--- config.mk ---
export PLATFORM = sky130hd
export DESIGN_NAME = obl_top
export DESIGN_NICKNAME = d
export VERILOG_FILES = /design/src/obl_pkg.sv /design/src/obl_fetch_if.sv /design/src/obl_fetch.sv /design/src/obl_top.sv
export SDC_FILE = /design/constraint.sdc
export NUM_CORES = 1
export LEC_CHECK = 0
export BUFFER_PORTS_ARGS = -buffer_cell sky130_fd_sc_hd__clkbuf_2
export CAP_MARGIN = 10
export CORE_ASPECT_RATIO = 1.25
export CORE_MARGIN = 8
export CORE_UTILIZATION = 57
export DETAILED_ROUTE_END_ITERATION = 8
export PLACE_DENSITY_LB_ADDON = 0.2
export SYNTH_ARGS = -nofsm -noshare
export SYNTH_HDL_FRONTEND = slang
export SYNTH_SLANG_ARGS = --single-unit
--- constraint.sdc ---
create_clock -name i_clk -period 5.4 [get_ports i_clk]
set_input_delay 0 -clock i_clk [delete_from_list [all_inputs] [get_ports i_clk]]
set_output_delay 0 -clock i_clk [all_outputs]
set_load 0.02 [all_outputs]
--- src/obl_pkg.sv ---
package obl_pkg;
  localparam int unsigned OBL_ADDR_W = 12;
  localparam int unsigned OBL_NUM_BYTES = 5;
  localparam logic [2:0] OBL_NUM_BYTES_3 = 3'h5;
  localparam logic [15:0] OBL_FLASH_BASE_NORMAL = 16'h0080;
  localparam logic [15:0] OBL_FLASH_BASE_SWAP = 16'h1080;
  // register indices; byte address is four times the index
  localparam logic [7:0] OBL_IDX_CLOCK_OPTION_BYTE = 8'h80;
  localparam logic [7:0] OBL_IDX_RESERVED_OPTION_BYTE_A = 8'h81;
  localparam logic [7:0] OBL_IDX_RESERVED_OPTION_BYTE_B = 8'h82;
  localparam logic [7:0] OBL_IDX_RESERVED_OPTION_BYTE_C = 8'h83;
  localparam logic [7:0] OBL_IDX_DEBUG_OPTION_BYTE = 8'h84;
  localparam logic [7:0] OBL_IDX_OSC_MODE = 8'h90;
  localparam logic [7:0] OBL_IDX_LV_MODE = 8'h91;
  localparam logic [7:0] OBL_IDX_LV_LEVEL = 8'h92;
  localparam logic [7:0] OBL_IDX_IRQ_FLAG = 8'h93;
  localparam logic [7:0] OBL_IDX_STATUS = 8'h94;
  localparam int unsigned OBL_BIT_OSC_LOCK = 0;
  localparam int unsigned OBL_BIT_HS_SEL = 1;
  localparam int unsigned OBL_BIT_OSC_STOP = 0;
  localparam int unsigned OBL_BIT_LV_EN = 7;
  localparam int unsigned OBL_BIT_LV_MODE = 1;
  localparam int unsigned OBL_BIT_LV_FLAG = 0;
  localparam int unsigned OBL_BIT_LV_IRQ = 0;
  localparam int unsigned OBL_BIT_ST_DONE = 0;
  localparam int unsigned OBL_BIT_ST_SWAP = 1;
  localparam int unsigned OBL_BIT_ST_CLK_ERR = 2;
  localparam int unsigned OBL_BIT_ST_RSVD_ERR = 3;
  localparam int unsigned OBL_BIT_ST_DBG_ERR = 4;
  localparam logic [7:0] OBL_CLOCK_RSVD_MASK = 8'hfc;
  localparam logic [7:0] OBL_LV_LEVEL_MASK = 8'h0f;
  localparam logic [7:0] OBL_OPT_RST = 8'h00;
  localparam logic [7:0] OBL_OSC_MODE_RST = 8'h00;
  localparam logic [7:0] OBL_LV_MODE_RST = 8'h00;
  localparam logic [7:0] OBL_LV_LEVEL_RST = 8'h00;
  localparam logic [1:0] OBL_RESP_OKAY = 2'h0;
  localparam logic [1:0] OBL_RESP_DECERR = 2'h3;

  function automatic logic [OBL_ADDR_W-1:0] obl_byte_addr(input logic [7:0] idx);
    return {2'h0, idx, 2'h0};
  endfunction
endpackage

--- src/obl_fetch_if.sv ---
interface obl_fetch_if import obl_pkg::*; ();
  logic swap;
  logic done;
  logic [7:0] opt [OBL_NUM_BYTES];
  logic flash_req;
  logic [15:0] flash_addr;
  logic [7:0] flash_rdata;
  logic flash_rvalid;
  modport fetcher(
    input swap, flash_rdata, flash_rvalid,
    output done, opt, flash_req, flash_addr
  );
  modport owner(
    output swap, flash_rdata, flash_rvalid,
    input done, opt, flash_req, flash_addr
  );
endinterface

--- src/obl_fetch.sv ---
module obl_fetch import obl_pkg::*; (
  input wire logic i_clk,   // system clock
  input wire logic i_rst_n, // sync reset, active low
  obl_fetch_if.fetcher fif  // flash port and fetched bytes
);
  typedef enum logic [1:0] {
    OBL_F_READ = 2'b01,
    OBL_F_DONE = 2'b10
  } obl_fstate_t;

  obl_fstate_t state_reg;
  logic [2:0] cnt_reg;
  logic [15:0] addr_reg;
  logic swap_reg;
  logic [7:0] opt_reg [OBL_NUM_BYTES];
  logic take;

  assign take = (state_reg == OBL_F_READ) && fif.flash_rvalid;
  assign fif.flash_req = (state_reg == OBL_F_READ);
  assign fif.flash_addr = addr_reg;
  assign fif.done = (state_reg == OBL_F_DONE);
  assign fif.opt = opt_reg;

  // every reset restarts the fetch; the swap level is caught while in reset
  always_ff @(posedge i_clk) begin
    if (!i_rst_n) begin
      state_reg <= OBL_F_READ; // see RULE1 RULE11
      cnt_reg <= 3'h0;
      swap_reg <= fif.swap;
      addr_reg <= fif.swap ? OBL_FLASH_BASE_SWAP : OBL_FLASH_BASE_NORMAL; // see RULE2
    end else begin
      unique case (state_reg)
        OBL_F_READ: begin
          if (take) begin
            cnt_reg <= cnt_reg + 3'h1;
            addr_reg <= addr_reg + 16'h0001;
            if (cnt_reg == OBL_NUM_BYTES_3 - 3'h1) begin
              state_reg <= OBL_F_DONE;
            end
          end
        end
        OBL_F_DONE: begin
          state_reg <= OBL_F_DONE;
        end
        default: begin
          state_reg <= OBL_F_READ;
        end
      endcase
    end
  end

  // bytes stay frozen until the next reset
  always_ff @(posedge i_clk) begin
    if (!i_rst_n) begin
      for (int i = 0; i < OBL_NUM_BYTES; i++) begin
        opt_reg[i] <= OBL_OPT_RST;
      end
    end else if (take) begin
      opt_reg[cnt_reg] <= fif.flash_rdata; // see RULE16
    end
  end

  fetch_start_a: assert property (@(posedge i_clk) $rose(i_rst_n) |-> fif.flash_req) // see RULE11
    else $error("fetch did not start at reset release");
  fetch_range_a: assert property (@(posedge i_clk) disable iff (!i_rst_n) // see RULE2
    fif.flash_req |-> fif.flash_addr == (swap_reg ? OBL_FLASH_BASE_SWAP : OBL_FLASH_BASE_NORMAL)
      + {13'h0, cnt_reg})
    else $error("flash address outside option area");
  fetch_count_a: assert property (@(posedge i_clk) disable iff (!i_rst_n) // see RULE1
    $rose(fif.done) |-> cnt_reg == OBL_NUM_BYTES_3 && $past(take))
    else $error("fetch ended without five bytes");
endmodule

--- src/obl_top.sv ---
// Function
// RULE1: read five option bytes after every reset
// RULE2: boot swap fetches from the mirror area
// RULE3: bit 1 selects resonator or RC
// RULE4: lock 0: stop bit halts oscillator
// RULE5: lock 1: oscillator never stops
// RULE6: lock 0: no watchdog clock in HALT/STOP
// RULE7: timer H1 clocked during HALT/STOP
// RULE8: programmer keeps clock byte bits 7:2 zero
// RULE9: programmer writes reserved bytes zero
// RULE10: debug bits must be 00, disabled
// RULE11: load completes before program execution
// RULE12: low-voltage reset may repeat near threshold
// RULE13: software waits fluctuation before port init
// RULE14: handler checks flag, clears request
// RULE15: flag set only while supply below level
// RULE16: loaded values held until next reset
//
// The AXI4-Lite register port was left to the implementer.
module obl_top import obl_pkg::*; (
  input wire logic i_clk,                   // 25 MHz system clock
  input wire logic i_rst_n,                 // sync reset, active low
  input wire logic i_lv_reset_cause,        // reset came from low-voltage detector
  input wire logic i_boot_swap,             // boot swap in effect
  output logic o_flash_req,                 // flash read request
  output logic [15:0] o_flash_addr,         // flash byte address
  input wire logic [7:0] i_flash_rdata,     // flash read data
  input wire logic i_flash_rvalid,          // flash read data valid
  input wire logic i_halt,                  // cpu in HALT
  input wire logic i_stop,                  // cpu in STOP
  input wire logic i_tmh1_internal,         // timer H1 uses internal oscillator
  input wire logic i_lv_below,              // async comparator: supply below level
  output logic o_cpu_release,               // option load finished
  output logic o_hs_clock_source_select,    // 0 resonator, 1 RC
  output logic o_internal_osc_run,          // internal oscillator enable
  output logic o_wdt_clk_en,                // watchdog count clock enable
  output logic o_tmh1_clk_en,               // timer H1 count clock enable
  output logic o_lv_reset_req,              // low-voltage reset request
  output logic o_low_voltage_irq_request,   // low-voltage interrupt request flag
  input wire logic [OBL_ADDR_W-1:0] i_s_axi_awaddr, // write address
  input wire logic i_s_axi_awvalid,         // write address valid
  output logic o_s_axi_awready,             // write address ready
  input wire logic [31:0] i_s_axi_wdata,    // write data
  input wire logic [3:0] i_s_axi_wstrb,     // write strobes
  input wire logic i_s_axi_wvalid,          // write data valid
  output logic o_s_axi_wready,              // write data ready
  output logic [1:0] o_s_axi_bresp,         // write response
  output logic o_s_axi_bvalid,              // write response valid
  input wire logic i_s_axi_bready,          // write response ready
  input wire logic [OBL_ADDR_W-1:0] i_s_axi_araddr, // read address
  input wire logic i_s_axi_arvalid,         // read address valid
  output logic o_s_axi_arready,             // read address ready
  output logic [31:0] o_s_axi_rdata,        // read data
  output logic [1:0] o_s_axi_rresp,         // read response
  output logic o_s_axi_rvalid,              // read data valid
  input wire logic i_s_axi_rready           // read data ready
);
  obl_fetch_if fif ();

  logic done;
  logic lock;
  logic stop_bit;
  logic osc_run;
  logic lv_flag;
  logic lv_meta_reg;
  logic lv_sync_reg;
  logic [7:0] osc_mode_reg;
  logic [7:0] lv_mode_reg;
  logic [7:0] lv_level_reg;
  logic lv_irq_reg;
  logic [7:0] status;
  logic hs_reg;
  logic osc_reg;
  logic wdt_reg;
  logic tmh1_reg;
  logic lvrst_reg;
  logic aw_hold_reg;
  logic w_hold_reg;
  logic [OBL_ADDR_W-1:0] awaddr_reg;
  logic [7:0] wdata_reg;
  logic wstrb0_reg;
  logic bvalid_reg;
  logic [1:0] bresp_reg;
  logic rvalid_reg;
  logic [1:0] rresp_reg;
  logic [31:0] rdata_reg;
  logic wr_fire;
  logic wr_lane;

  assign fif.swap = i_boot_swap;
  assign fif.flash_rdata = i_flash_rdata;
  assign fif.flash_rvalid = i_flash_rvalid;
  assign o_flash_req = fif.flash_req;
  assign o_flash_addr = fif.flash_addr;

  obl_fetch u_fetch (
    .i_clk(i_clk),
    .i_rst_n(i_rst_n),
    .fif(fif.fetcher)
  );

  assign done = fif.done;
  assign o_cpu_release = done; // see RULE11
  assign lock = fif.opt[0][OBL_BIT_OSC_LOCK];
  assign stop_bit = osc_mode_reg[OBL_BIT_OSC_STOP];

  // before the load the oscillator must run, the cpu needs it for reset processing
  assign osc_run = !done || lock || !stop_bit; // see RULE4 RULE5

  // the comparator is analog and asynchronous
  always_ff @(posedge i_clk) begin
    if (!i_rst_n) begin
      lv_meta_reg <= 1'b0;
      lv_sync_reg <= 1'b0;
    end else begin
      lv_meta_reg <= i_lv_below;
      lv_sync_reg <= lv_meta_reg;
    end
  end

  assign lv_flag = lv_mode_reg[OBL_BIT_LV_EN] && lv_sync_reg; // see RULE15

  assign status = {
    3'h0,
    (fif.opt[4] != OBL_OPT_RST), // see RULE10
    (fif.opt[1] != OBL_OPT_RST) || (fif.opt[2] != OBL_OPT_RST) || (fif.opt[3] != OBL_OPT_RST),
    ((fif.opt[0] & OBL_CLOCK_RSVD_MASK) != OBL_OPT_RST),
    i_boot_swap,
    done
  };

  // clock controls registered so downstream gating sees clean levels
  always_ff @(posedge i_clk) begin
    if (!i_rst_n) begin
      hs_reg <= 1'b0;
      osc_reg <= 1'b1;
      wdt_reg <= 1'b1;
      tmh1_reg <= 1'b0;
    end else begin
      hs_reg <= done && fif.opt[0][OBL_BIT_HS_SEL]; // see RULE3
      osc_reg <= osc_run;
      wdt_reg <= osc_run && !(done && !lock && (i_halt || i_stop)); // see RULE6
      tmh1_reg <= osc_run && i_tmh1_internal; // see RULE7
    end
  end

  assign o_hs_clock_source_select = hs_reg;
  assign o_internal_osc_run = osc_reg;
  assign o_wdt_clk_en = wdt_reg;
  assign o_tmh1_clk_en = tmh1_reg;

  // a reset it caused itself would repeat while supply hovers near the level
  always_ff @(posedge i_clk) begin
    if (!i_rst_n) begin
      lvrst_reg <= 1'b0;
    end else begin
      lvrst_reg <= lv_flag && lv_mode_reg[OBL_BIT_LV_MODE]; // see RULE12
    end
  end

  assign o_lv_reset_req = lvrst_reg;

  function automatic logic obl_mapped(input logic [OBL_ADDR_W-1:0] a);
    unique case (a)
      obl_byte_addr(OBL_IDX_CLOCK_OPTION_BYTE),
      obl_byte_addr(OBL_IDX_RESERVED_OPTION_BYTE_A),
      obl_byte_addr(OBL_IDX_RESERVED_OPTION_BYTE_B),
      obl_byte_addr(OBL_IDX_RESERVED_OPTION_BYTE_C),
      obl_byte_addr(OBL_IDX_DEBUG_OPTION_BYTE),
      obl_byte_addr(OBL_IDX_OSC_MODE),
      obl_byte_addr(OBL_IDX_LV_MODE),
      obl_byte_addr(OBL_IDX_LV_LEVEL),
      obl_byte_addr(OBL_IDX_IRQ_FLAG),
      obl_byte_addr(OBL_IDX_STATUS): return 1'b1;
      default: return 1'b0;
    endcase
  endfunction

  function automatic logic obl_hit(input logic [OBL_ADDR_W-1:0] a, input logic [7:0] idx);
    return a == obl_byte_addr(idx);
  endfunction

  // write channel: address and data may arrive in either order
  assign o_s_axi_awready = !aw_hold_reg && !bvalid_reg;
  assign o_s_axi_wready = !w_hold_reg && !bvalid_reg;
  assign wr_fire = aw_hold_reg && w_hold_reg && !bvalid_reg;
  assign wr_lane = wr_fire && wstrb0_reg;

  always_ff @(posedge i_clk) begin
    if (!i_rst_n) begin
      aw_hold_reg <= 1'b0;
      w_hold_reg <= 1'b0;
      awaddr_reg <= '0;
      wdata_reg <= 8'h00;
      wstrb0_reg <= 1'b0;
      bvalid_reg <= 1'b0;
      bresp_reg <= OBL_RESP_OKAY;
    end else begin
      if (i_s_axi_awvalid && o_s_axi_awready) begin
        aw_hold_reg <= 1'b1;
        awaddr_reg <= i_s_axi_awaddr;
      end
      if (i_s_axi_wvalid && o_s_axi_wready) begin
        w_hold_reg <= 1'b1;
        wdata_reg <= i_s_axi_wdata[7:0];
        wstrb0_reg <= i_s_axi_wstrb[0];
      end
      if (wr_fire) begin
        aw_hold_reg <= 1'b0;
        w_hold_reg <= 1'b0;
        bvalid_reg <= 1'b1;
        bresp_reg <= obl_mapped(awaddr_reg) ? OBL_RESP_OKAY : OBL_RESP_DECERR;
      end else if (bvalid_reg && i_s_axi_bready) begin
        bvalid_reg <= 1'b0;
      end
    end
  end

  assign o_s_axi_bvalid = bvalid_reg;
  assign o_s_axi_bresp = bresp_reg;

  always_ff @(posedge i_clk) begin
    if (!i_rst_n) begin
      osc_mode_reg <= OBL_OSC_MODE_RST;
      lv_level_reg <= OBL_LV_LEVEL_RST;
    end else if (wr_lane && obl_hit(awaddr_reg, OBL_IDX_OSC_MODE)) begin
      osc_mode_reg <= wdata_reg & 8'h01;
    end else if (wr_lane && obl_hit(awaddr_reg, OBL_IDX_LV_LEVEL)) begin
      lv_level_reg <= wdata_reg & OBL_LV_LEVEL_MASK;
    end
  end

  // enable and mode survive a reset raised by the detector itself
  always_ff @(posedge i_clk) begin
    if (!i_rst_n) begin
      if (!i_lv_reset_cause) begin
        lv_mode_reg <= OBL_LV_MODE_RST;
      end
    end else if (wr_lane && obl_hit(awaddr_reg, OBL_IDX_LV_MODE)) begin
      lv_mode_reg <= wdata_reg & 8'h82;
    end
  end

  // hardware set wins over a software clear in the same cycle
  always_ff @(posedge i_clk) begin
    if (!i_rst_n) begin
      lv_irq_reg <= 1'b0;
    end else if (lv_flag && !lv_mode_reg[OBL_BIT_LV_MODE]) begin
      lv_irq_reg <= 1'b1; // see RULE14
    end else if (wr_lane && obl_hit(awaddr_reg, OBL_IDX_IRQ_FLAG)) begin
      lv_irq_reg <= wdata_reg[OBL_BIT_LV_IRQ];
    end
  end

  assign o_low_voltage_irq_request = lv_irq_reg;

  function automatic logic [7:0] obl_rd(input logic [OBL_ADDR_W-1:0] a);
    logic [7:0] v;
    v = 8'h00;
    if (obl_hit(a, OBL_IDX_CLOCK_OPTION_BYTE)) v = fif.opt[0];
    if (obl_hit(a, OBL_IDX_RESERVED_OPTION_BYTE_A)) v = fif.opt[1];
    if (obl_hit(a, OBL_IDX_RESERVED_OPTION_BYTE_B)) v = fif.opt[2];
    if (obl_hit(a, OBL_IDX_RESERVED_OPTION_BYTE_C)) v = fif.opt[3];
    if (obl_hit(a, OBL_IDX_DEBUG_OPTION_BYTE)) v = fif.opt[4];
    if (obl_hit(a, OBL_IDX_OSC_MODE)) v = osc_mode_reg;
    if (obl_hit(a, OBL_IDX_LV_MODE)) v = lv_mode_reg | {7'h00, lv_flag};
    if (obl_hit(a, OBL_IDX_LV_LEVEL)) v = lv_level_reg;
    if (obl_hit(a, OBL_IDX_IRQ_FLAG)) v = {7'h00, lv_irq_reg};
    if (obl_hit(a, OBL_IDX_STATUS)) v = status;
    return v;
  endfunction

  assign o_s_axi_arready = !rvalid_reg;

  always_ff @(posedge i_clk) begin
    if (!i_rst_n) begin
      rvalid_reg <= 1'b0;
      rresp_reg <= OBL_RESP_OKAY;
      rdata_reg <= 32'h00000000;
    end else if (i_s_axi_arvalid && o_s_axi_arready) begin
      rvalid_reg <= 1'b1;
      rresp_reg <= obl_mapped(i_s_axi_araddr) ? OBL_RESP_OKAY : OBL_RESP_DECERR;
      rdata_reg <= {24'h000000, obl_rd(i_s_axi_araddr)};
    end else if (rvalid_reg && i_s_axi_rready) begin
      rvalid_reg <= 1'b0;
    end
  end

  assign o_s_axi_rvalid = rvalid_reg;
  assign o_s_axi_rresp = rresp_reg;
  assign o_s_axi_rdata = rdata_reg;

  hs_select_a: assert property (@(posedge i_clk) disable iff (!i_rst_n) // see RULE3
    done |=> o_hs_clock_source_select == $past(fif.opt[0][OBL_BIT_HS_SEL]))
    else $error("clock source select does not follow option byte");
  osc_stop_a: assert property (@(posedge i_clk) disable iff (!i_rst_n) // see RULE4
    done && !lock && stop_bit |=> !o_internal_osc_run)
    else $error("oscillator still running after stop");
  osc_keep_a: assert property (@(posedge i_clk) disable iff (!i_rst_n) // see RULE5
    done && lock ##1 done |-> o_internal_osc_run)
    else $error("locked oscillator stopped");
  wdt_gate_a: assert property (@(posedge i_clk) disable iff (!i_rst_n) // see RULE6
    done && !lock && (i_halt || i_stop) |=> !o_wdt_clk_en)
    else $error("watchdog clocked in standby");
  tmh1_run_a: assert property (@(posedge i_clk) disable iff (!i_rst_n) // see RULE7
    i_tmh1_internal && osc_run && (i_halt || i_stop) |=> o_tmh1_clk_en)
    else $error("timer H1 clock lost in standby");
  opt_hold_a: assert property (@(posedge i_clk) disable iff (!i_rst_n) // see RULE16
    done ##1 done |-> $stable(fif.opt[0]) && $stable(fif.opt[4]))
    else $error("option values changed after load");
  lv_flag_a: assert property (@(posedge i_clk) disable iff (!i_rst_n) // see RULE15
    !lv_mode_reg[OBL_BIT_LV_EN] |-> !lv_flag ##1 (lv_irq_reg == $past(lv_irq_reg)) || $past(wr_lane))
    else $error("low-voltage flag set while detection off");
  dbg_check_a: assert property (@(posedge i_clk) disable iff (!i_rst_n) // see RULE10
    done && fif.opt[4][1:0] != 2'h0 |-> status[OBL_BIT_ST_DBG_ERR])
    else $error("prohibited debug setting not reported");
endmodule

# After elaboration in Yosys (flattened, before gate mapping)
# Cells that the tools add are included.
[classes] eq_ne=29 n_lt_le_gt_ge=2 shift=0 div=0 addsub=2 n_mul=0 muxes=37 bitwise=4 reduce_logical=54
[op_table] cell="12-bit by 10-bit equality test with 1-bit output (second input constant)" n=20
[op_table] cell="8-bit two-way mux" n=14
[op_table] cell="16-bit two-way mux" n=3
[op_table] cell="40-bit bitwise mux" n=1
[op_table] cell="8-bit nonzero test" n=5
[op_table] cell="8-bit demux with 3-bit select" n=1
[op_table] cell="1-bit logical AND" n=24
[op_table] cell="10-bit OR reduction" n=2
[op_table] cell="16-bit by 1-bit adder with 16-bit output (second input constant)" n=1
[op_table] cell="13-bit two-way mux" n=1
[op_table] cell="1-bit two-way mux" n=12
[op_table] cell="2-bit by 1-bit != test with 1-bit output (second input constant)" n=5
[op_table] cell="2-bit AND reduction" n=5
[op_table] cell="1-bit logical NOT" n=9
[op_table] cell="2-bit two-way mux" n=4
[op_table] cell="8-bit by 1-bit bitwise OR with 8-bit output" n=1
[op_table] cell="2-bit nonzero test" n=3
[op_table] cell="1-bit logical OR" n=5
[op_table] cell="4-bit >= comparator (second input constant)" n=1
[op_table] cell="4-bit by 1-bit < comparator with 1-bit output (second input constant)" n=1
[op_table] cell="3-bit NOT with 4-bit output" n=1
[op_table] cell="2-bit case mux with 2 select lines" n=1
[op_table] cell="3-bit by 1-bit adder with 3-bit output (second input constant)" n=1
[op_table] cell="3-bit equality test (second input constant)" n=1
[op_table] cell="5 further kinds" n=6
[word_totals] ram_bits=0 ff_bits=119 out_inout_bits=65 mem_bits_ro=0 memories=0 wordCells=157 latchBits=0

# Depth between registers and ports, before layout
# Gate-level depths: netlist (run 1).
[logic_depth] depth_word=11 depth_mapped=8 depth_no_buf=6

# Modules after synthesis
# A second synthesis (run 1) with hierarchy kept.
[hier_totals] cells_unflattened=610 area_unflattened_um2=5280.1
[modules_own_cells] mod="obl_fetch" instances=1 seq_area_each_um2=1381.3 cells_per_inst=300 area_each_um2=2686.3
[modules_own_cells] mod="obl_top" instances=1 seq_area_each_um2=960.9 cells_per_inst=310 area_each_um2=2593.7

# Worst setup path after synthesis (run 1)
# No wires, ideal clock.
[synth_path] path_kind="register -> register" from="register u_fetch.state_reg[1]" to="register u_fetch.opt_reg, in the netlist u_fetch.fif.opt[10]" t_arrival_ps=1858 stages_incl_launch_ff=8 setup_slack_ps=3425 required_time_ps=5284 period_less_slack_ps=1975 path_cell_list="dfxtp_1 > inv_1 > ha_1 > clkbuf_1 > nand2_1 > nor3_2 > mux2i_1 > nor2b_1"
[synth_between] elab_chain_cells=2
[synth_rtl] element="from (decl)" line_no="obl_fetch.sv:11" text="obl_fstate_t state_reg;"
[synth_rtl] element="from (signal assigned)" line_no="obl_fetch.sv:27" text="state_reg <= OBL_F_READ;"
[synth_rtl] element="from (signal assigned)" line_no="obl_fetch.sv:38" text="state_reg <= OBL_F_DONE;"
[synth_rtl] element="from (signal assigned)" line_no="obl_fetch.sv:43" text="state_reg <= OBL_F_DONE;"
[synth_rtl] element="2-bit by 1-bit equality test with 1-bit output"
[synth_rtl] element="net o_flash_req" line_no="obl_top.sv:25" text="output logic o_flash_req,"
[synth_rtl] element="1-bit logical AND" line_no="obl_fetch.sv:18" text="assign take = (state_reg == OBL_F_READ) && fif.flash_rvalid;"
[synth_rtl] element="to (signal, indexed assignment)" line_no="obl_fetch.sv:59" text="opt_reg[cnt_reg] <= fif.flash_rdata;"
[synth_rtl] element="to (decl)" line_no="obl_fetch.sv:15" text="logic [7:0] opt_reg [OBL_NUM_BYTES];"
# The timed path passes the listed nets, and every way through them passes these cells.
# A chain may end at the register's enable or synchronous reset.

# Final worst setup path (run 1)
[layout_path] from="register u_fetch.state_reg[1]" to="register u_fetch.opt_reg, in the netlist u_fetch.fif.opt[15]"
[layout_between] elab_chain_cells=2
[layout_rtl] element="2-bit by 1-bit equality test with 1-bit output" line_no="obl_fetch.sv:18"
[layout_rtl] element="1-bit logical AND" line_no="obl_fetch.sv:18"
# Every way passes these cells.

==> results of run 1 <==
-- path summary, 6_finish.rpt --
| check | start | endpoint | slack (ns) | cells after the start |
|---|---|---|---|---|
| min reg2reg | lv_meta_reg | lv_sync_reg | 0.45 | 1 |
| max reg2reg | u_fetch.state_reg[1] | u_fetch.fif.opt[15] | 3.16 | 6 |
| max | u_fetch.state_reg[1] | u_fetch.fif.opt[15] | 3.16 | 6 |
| min | i_flash_rdata[0] | u_fetch.fif.opt[24] | 0.01 | 3 |
-- synthesized netlist by cell type, types with 6 or more instances --
cell,n
sky130_fd_sc_hd__nand3_1,18
sky130_fd_sc_hd__inv_1,9
sky130_fd_sc_hd__and2_1,18
sky130_fd_sc_hd__xnor2_1,8
sky130_fd_sc_hd__nand2_1,52
sky130_fd_sc_hd__nor2_1,14
sky130_fd_sc_hd__nand4_1,10
sky130_fd_sc_hd__a21oi_1,15
sky130_fd_sc_hd__mux4_2,6
sky130_fd_sc_hd__clkbuf_1,26
sky130_fd_sc_hd__o21ai_0,21
sky130_fd_sc_hd__dfxtp_1,90
sky130_fd_sc_hd__mux2i_1,54
sky130_fd_sc_hd__nor2b_1,56
sky130_fd_sc_hd__or3_1,7
sky130_fd_sc_hd__nor4_1,9
sky130_fd_sc_hd__buf_4,26
sky130_fd_sc_hd__a21boi_0,19
sky130_fd_sc_hd__edfxtp_1,18
-- cell families after synthesis --
family / count (synthesis)
and+or+nand+nor: 221
DFF: 108
AOI/OAI and AO/OA: 79
buffers and inverters: 65
muxes: 60
xor gates and xnor gates: 11
adders and majority gates: 5
other: 1
-- cell usage in the layout, fill, tap and decap left out, types with 19 or more instances in the layout --
| cell | n |
|---|---|
| sky130_fd_sc_hd__clkbuf_2 | 92 |
| sky130_fd_sc_hd__o21ai_0 | 21 |
| sky130_fd_sc_hd__mux2i_1 | 54 |
| sky130_fd_sc_hd__dfxtp_1 | 90 |
| sky130_fd_sc_hd__a21boi_0 | 19 |
| sky130_fd_sc_hd__nand2_1 | 52 |
| sky130_fd_sc_hd__conb_1 | 24 |
| sky130_fd_sc_hd__dlygate4sd3_1 | 33 |
| sky130_fd_sc_hd__nor2b_1 | 56 |
-- area by class of cell --
type	count	area share, %
Inverter	9	0.530
Clock buffer	13	4.10
Sequential cell	108	36.7
Timing Repair Buffer	127	12.6
Clock inverter	3	1.08
Tap cell	123	2.41
Multi-Input combinational cell	400	42.5
-- timing repair --
action | CTS | global route
endpoints found under the hold margin | 47 | 0
gates resized for setup | 0 | 0
hold buffers | 33 | 0
setup buffers | 0 | 0
-- stage by stage --
step | setup WS, ns | cell area, um2 | instances
3_3_place_gp | 3.31 | 5710 | 734
2_1_floorplan | 3.43 | 5400 | 573
3_5_place_dp | 3.20 | 5710 | 734
6_report | 3.16 | 6370 | 783
4_1_cts | 3.18 | 6370 | 783
5_1_grt | 2.99 | 6370 | 783
-- worst max-delay path, delay by kind of cell, from the launching register on --
kind | cells | cell delay [ns]
adder cells (fa/ha/maj) | 1 | 0.29
buffers and inverters | 1 | 0.06
flip-flops | 1 | 0.33
multiplexers | 1 | 0.30
AND/OR/NAND/NOR | 3 | 1.14
-- per-layer routing --
metal	up-vias	track usage, %
met3	39	3.30
met5	-	0
met1	2012	23.0
met2	118	38.3
met4	0	12.6
li1	2109	-
-- power by group through the flow --
stage               clock [mW]  combinational, mW  sequential [mW]
floorplan                    0              0.286             1.02
global placement             0              0.414            0.998
detailed placement           0              0.428             1.00
CTS                      0.730              0.448            0.987
global route             0.758              0.491            0.999
finish                   0.718              0.447            0.988
==> summary by stage, run 1 <==
Pwr
The analysis attributes to net switching a power of 621 uW. The leakage power of the design is 2.63 nW. The design draws 2.15 mW. The portion of total power attributed to combinational logic is 20.8%. Across the VDD grid, the largest voltage drop is 0.000163 V.

The fraction of power consumed by the clock network is 33.3%. The internal power consumption is 1.53 mW. The switching part of the total power is 28.9%. The cell area power density is 338 nW/um2. Of the total power, registers draw 45.9%.

Yosys
The average cell area after synthesis is 9.66 um2. Counting flops with an async set or reset pin after synthesis yields a share of 0%. The cell area after synthesis is 5310 um2. The number of warning messages in the yosys log is 0. The share of synthesized cell area in full adder, half adder and majority cells is 1.18%. In this run the biggest area consumer among cell types represents 33.9% of the synthesized area.

Synthesis handed over a netlist of 550 instances. The largest family of logic cells by synthesized area is simple AND/OR/NAND/NOR gates. Multiplexer cells account for 12.7% of the synthesized area. In the synthesized netlist the dominant register cell turns out to be sky130_fd_sc_hd__dfxtp_1. The cell type with the highest aggregate area in the netlist is sky130_fd_sc_hd__dfxtp_1. The xor-xnor portion of the synthesized cell area is 1.81%. The unique cell type count in the Yosys netlist is 56. Sorting the synthesized cells by area gives the leading types as sky130_fd_sc_hd__dfxtp_1 (34%), sky130_fd_sc_hd__edfxtp_1 (10%), sky130_fd_sc_hd__mux2i_1 (10%). The complex-gate fraction of the synthesized area is 9.52%. After synthesis the netlist holds a flip-flop and latch count of 108. The fraction of the yosys area taken by sequential cells is 44.1%. The post-synthesis share of cell area spent on and, or, nand and nor gates is 24.0%.

Counting flops with a built-in enable in the synthesized netlist gives 18.

Critical path
Data on the critical path arrives at its endpoint at 2.47 ns. Traced cell by cell, the critical path runs through inv_1 > ha_1 > nand2_1 > nor3_2 > mux2i_1 > nor2b_1. In this run the worst path has a maximum fanout of 8. The slowest library cell on the worst path is sky130_fd_sc_hd__nor3_2. The endpoint class of the critical path is a flip-flop. The worst setup path is launched from a flip-flop. The worst setup path is of the reg2reg kind. Data on the critical path is required at its endpoint by 5.63 ns.

The largest single stage delay on the critical path is 0.84 ns.

STA
Setup violations remaining at the end of the flow were counted as 0. Setup repair after global routing left no endpoint under its margin. The count of final hold-check violations was 0. In this run the tightest slew margin relative to its limit is 33.5%. The count of pins over their slew limit is 0. The final critical-path required period is 2.24 ns.

The tightest hold path in the finished design has a slack of 0.0114 ns. The clock arrives with 0.00564 ns of skew. The final worst-path cycle share is 41.5%. For the pin with the worst max-slew slack, the measured transition is 0.992 ns. The final-layout setup total negative slack is 0 ns. For this run, the top clock speed supported by timing is 0.446 GHz.

Clock network
Clock latency on the worst-skew pair, taken at its later pin, is 0.34 ns. The number of sinks driven by the clock tree is 108. The buffer cell driving the clock tree root is sky130_fd_sc_hd__clkbuf_16. The buffer levels on the longest clock path is 2. The TritonCTS buffer count is 9. TritonCTS built the clock tree.

The H-tree depth reported by CTS is 3. The clock input transition at the sequential cells of the worst setup and hold paths is 0.07 ns.

Placement
The HPWL after detailed placement is 9130 um. The total of buffers placed on input and output ports is 92. The congestion estimate from routability-driven global placement came to 0.891.

Hold path
The worst min-delay path category is in2reg.

Global routing
The number of antenna violations at the first check in global routing is 0. Across every metal layer, demand over resource in global routing totals 21.3%. The number of global-route vias before repair came to 4413. The aggregate global routing overflow is 0.

The first-pass GRT wire length is 21000 um. The maximum number of pins on one net before global-route repair is 114.

Detailed routing
The initial DRC count is 272. In the routed layout, each cell is associated on average with a via count of 5.46. For this run, the detailed router's first-pass iteration total came to 4. Summed over all nets, wire length on met3 after detailed routing comes to 779 um. For this run, design rule violations remaining after detail routing come to 0. The number of antenna-violating nets in the routed design is 0. The routed length on met1 is 5050 um.

In this run the top signal layer used is met4. Dividing the detail-routed wire length by the instance count gives 16.8 um. The routed layout has 4278 vias. The met2 wire length is 6890 um. The final layout contains routed wiring with a total length of 13100 um.

Floorplanning
The overall die area is 12700 um2. The core footprint is 9130 um2. The initial utilization of the core area, before any placement, comes to 58.2%. The top-level port count is 147. The number of rows in the core area is 39. From bottom edge to top edge, the die measures 124 um.

Measured along the x axis, the die boundary spans 102 um.

Layout
Summing all multi-input logic gate instances after layout gives 2710 um2. The sequential cells in the finished layout cover a total of 2340 um2. The number of antenna repair diodes is 0.

The filler cell count in the final layout is 724. Measured on the finished design, the core utilization comes to 69.9%. Of the cells placed in the final design, the portion with a size suffix greater than 1 is 18.3%.

The count of nets after finishing is 742. The layout overhead on the synthesized area is 20.0%. The flip-flop count of the largest register after layout is 40.

Flow run
The number of max-cap violations is 0.

Status
The flow ran to the end, and the final reports show no timing, DRC or antenna violations.
Note: power is estimated with default switching activity, not from simulation.
==> run 2, diff against run 1 <==
--- a/config.mk
+++ b/config.mk
@@ -9,7 +9,7 @@
 export CAP_MARGIN = 10
 export CORE_ASPECT_RATIO = 1.25
 export CORE_MARGIN = 8
-export CORE_UTILIZATION = 57
+export CORE_UTILIZATION = 53
 export DETAILED_ROUTE_END_ITERATION = 8
 export PLACE_DENSITY_LB_ADDON = 0.2
 export SYNTH_ARGS = -nofsm -noshare
==> constraint.sdc (replaced) <==
create_clock -name i_clk -period 2.2 [get_ports i_clk]
set_input_delay 0 -clock i_clk [delete_from_list [all_inputs] [get_ports i_clk]]
set_output_delay 0 -clock i_clk [all_outputs]
set_load 0.02 [all_outputs]
==> summary by stage, run 2 (same netlist as run 1, synthesis figures left out) <==
STA
The count of final setup violators is 0 (unchanged). The measured slew at the worst slew-check pin is 0.717 ns (-0.275 ns). The count of final hold-check violations came to 0 (unchanged). The count of pins over their slew limit is 0 (unchanged).

The final worst-path cycle share is 91.2% (+50 points). The largest clock skew in the final design is 0.0106 ns (+0.00492 ns). The worst hold margin is 0.00303 ns (-0.00833 ns).

Setup repair after global routing left no endpoint under its margin. The peak clock frequency supported by timing is 0.498 GHz (+12%). The relative max-transition margin is 52.2% (+19 points). The final critical-path required period is 2.01 ns (-0.233 ns).

The final-layout setup total negative slack is 0 ns (unchanged).

Detailed routing
The residual DRC count is 0 (unchanged). The via count is 4261 (-0.40%). The number of antenna-violating nets in the routed design came to 0 (unchanged). The highest metal layer carrying signal wires in the routed design is met4. The wire length reported by the detailed router came to 13100 um (-0.62%). The wire length per cell after detailed routing is 16.4 um (-2.5%). The met2 wire length is 6940 um (+0.68%). The routed length on met1 is 5090 um (+0.71%).

The first-pass detailed-route iteration total is 5 (+1). The met3 wire length was 751 um (-3.6%). The routed via count divided by cell count was 5.34 (-2.3%). The initial DRC count is 130 (-52%).

Clock network
TritonCTS built the clock tree. The number of sinks driven by the clock tree is 108 (unchanged). The TritonCTS buffer count was 9 (unchanged). The source-to-sink clock delay at the later pin of the worst-skew pair is 0.35 ns (about the same). The buffers inserted during post-CTS setup optimization is 0 (unchanged). The H-tree depth reported by CTS came to 3 (unchanged). CTS placed an instance of sky130_fd_sc_hd__clkbuf_16 at the clock tree root. The clock input transition at the sequential cells of the worst setup and hold paths came to 0.07 ns (about the same). The buffer levels on the longest clock path is 2 (unchanged).

Critical path
The worst setup path is of the reg2reg kind. The required time at the worst-slack endpoint came to 2.44 ns (-3.19 ns). The startpoint type of the worst setup path is a flip-flop. The largest driver fanout on the critical path is 5 (-3).

The worst endpoint data arrival time is 2.25 ns (-0.22 ns). STA classifies the critical path endpoint as a flip-flop.

Global routing
The first-pass GRT wire length is 21200 um (+0.82%). The number of global-route vias before repair is 4254 (-3.6%). The number of antenna violations at the first check in global routing is 0 (unchanged).

The total track usage was 19.4% (-1.9 points). The aggregate global routing overflow was 0 (unchanged). The maximum number of pins on one net before global-route repair is 44 (-61%).

Layout
The post-route standard cell area excluding fillers is 6390 um2 (+0.18%). The layout overhead on the synthesized area is 20.2%. The filler cell count in the final layout came to 843 (+16%).

The count of nets after finishing is 751 (+1.2%). The flip-flop count of the largest register after layout is 40 (unchanged). The final design utilization is 64.2% (-5.7 points).

The sequential standard cell area is 2340 um2 (unchanged). The number of antenna repair diodes is 0 (unchanged). The library cells used most frequently in the layout, excluding fill and tap cells, are sky130_fd_sc_hd__clkbuf_2 (92), sky130_fd_sc_hd__dfxtp_1 (90), sky130_fd_sc_hd__nor2b_1 (56).

The number of non-filler instances in the completed layout is 798 (+1.9%). The share of final-layout standard cells stronger than drive strength 1 is 19.9% (+1.5 points). The area of the multi-input gates is 2710 um2 (unchanged).

Leaving out fill and tap cells, the most frequent cell in the layout is sky130_fd_sc_hd__clkbuf_2.

Pwr
The cell area power density is 790 nW/um2 (+130%). The largest vdd supply drop is 0.000366 V (+130%). The leakage power of the design is 2.65 nW (+0.85%).

Placement
The routability congestion estimate is 0.888 (-0.35%). The count of placed standard cells including taps is 751 (+2.3%). The half-perimeter wire length after detailed placement came to 9670 um (+5.9%). The total of buffers placed on input and output ports is 92 (unchanged). The placement-stage cell area was 5800 um2 (+1.6%).

Floorplanning
The height of the die is 128 um (+3.2%). The starting utilization of the core area came to 53.4% (-4.8 points). The width of the chip is 106 um (+3.1%). The overall die area is 13500 um2 (+6.5%). The number of rows in the core area is 41 (+5.1%). The core footprint is 9950 um2 (+9.1%).

The top-level port count was 147 (unchanged).

Hold path
The path class of the tightest hold or removal check is in2reg.

Status
The flow ran to the end, and the final reports show no timing, DRC or antenna violations.

Flow run
The number of max-cap violations is 0 (unchanged).
run 2: final timing paths:
path	from	to	slack, ns	depth (start not counted)
worst max-delay path	awaddr_reg[8]	lv_level_reg[1]	0.19	5
worst min-delay path	i_flash_rvalid	u_fetch.cnt_reg[1]	0.003	3
worst max register to register	awaddr_reg[8]	lv_level_reg[1]	0.19	5
worst min register to register	lv_meta_reg	lv_sync_reg	0.46	1
run 2: area by class of cell:
type,count,area share [%]
clock buffers,12,3.86
clock inverters,4,0.392
inverters,9,0.529
multi-input cells,400,42.4
flip-flops and latches,108,36.7
well taps,129,2.53
repair buffers,136,13.6
run 2: per-stage QoR:
step	setup WS, ns	power (mW)
after floorplan	0.225	3.22
after global placement	0.259	3.50
after detailed placement	0.185	3.54
after CTS	0.176	5.08
after global routing	0.0775	5.29
final	0.193	5.04
run 2: where the power goes:
group	total, mW	switching [mW]	leakage (nW)	internal, mW
Combinational	1.13	0.649	1.59	0.478
Clock	1.50	0.697	0.137	0.799
Sequential	2.42	0.190	0.918	2.23
Total	5.04	1.54	2.65	3.51
run 2: repair_timing:
action	4_1_cts	5_1_grt
endpoints found under the setup margin	0	0
resized for setup	0	0
hold buffers	31	0
endpoints found under the hold margin	37	0
run 2: routing by layer:
layer,vias to the layer above,track usage (%)
met5,-,0
met1,1990,21.1
met3,31,4.83
met4,0,7.72
li1,2117,-
met2,123,35.0
run 2: worst max-delay path: stages, from the launching register on:
cell and delay [ns]:
sky130_fd_sc_hd__dfxtp_1 0.32, sky130_fd_sc_hd__or4b_4 0.56, sky130_fd_sc_hd__nor4_4 0.38, sky130_fd_sc_hd__and3b_1 0.35, sky130_fd_sc_hd__mux2i_1 0.23, sky130_fd_sc_hd__nor2b_1 0.06
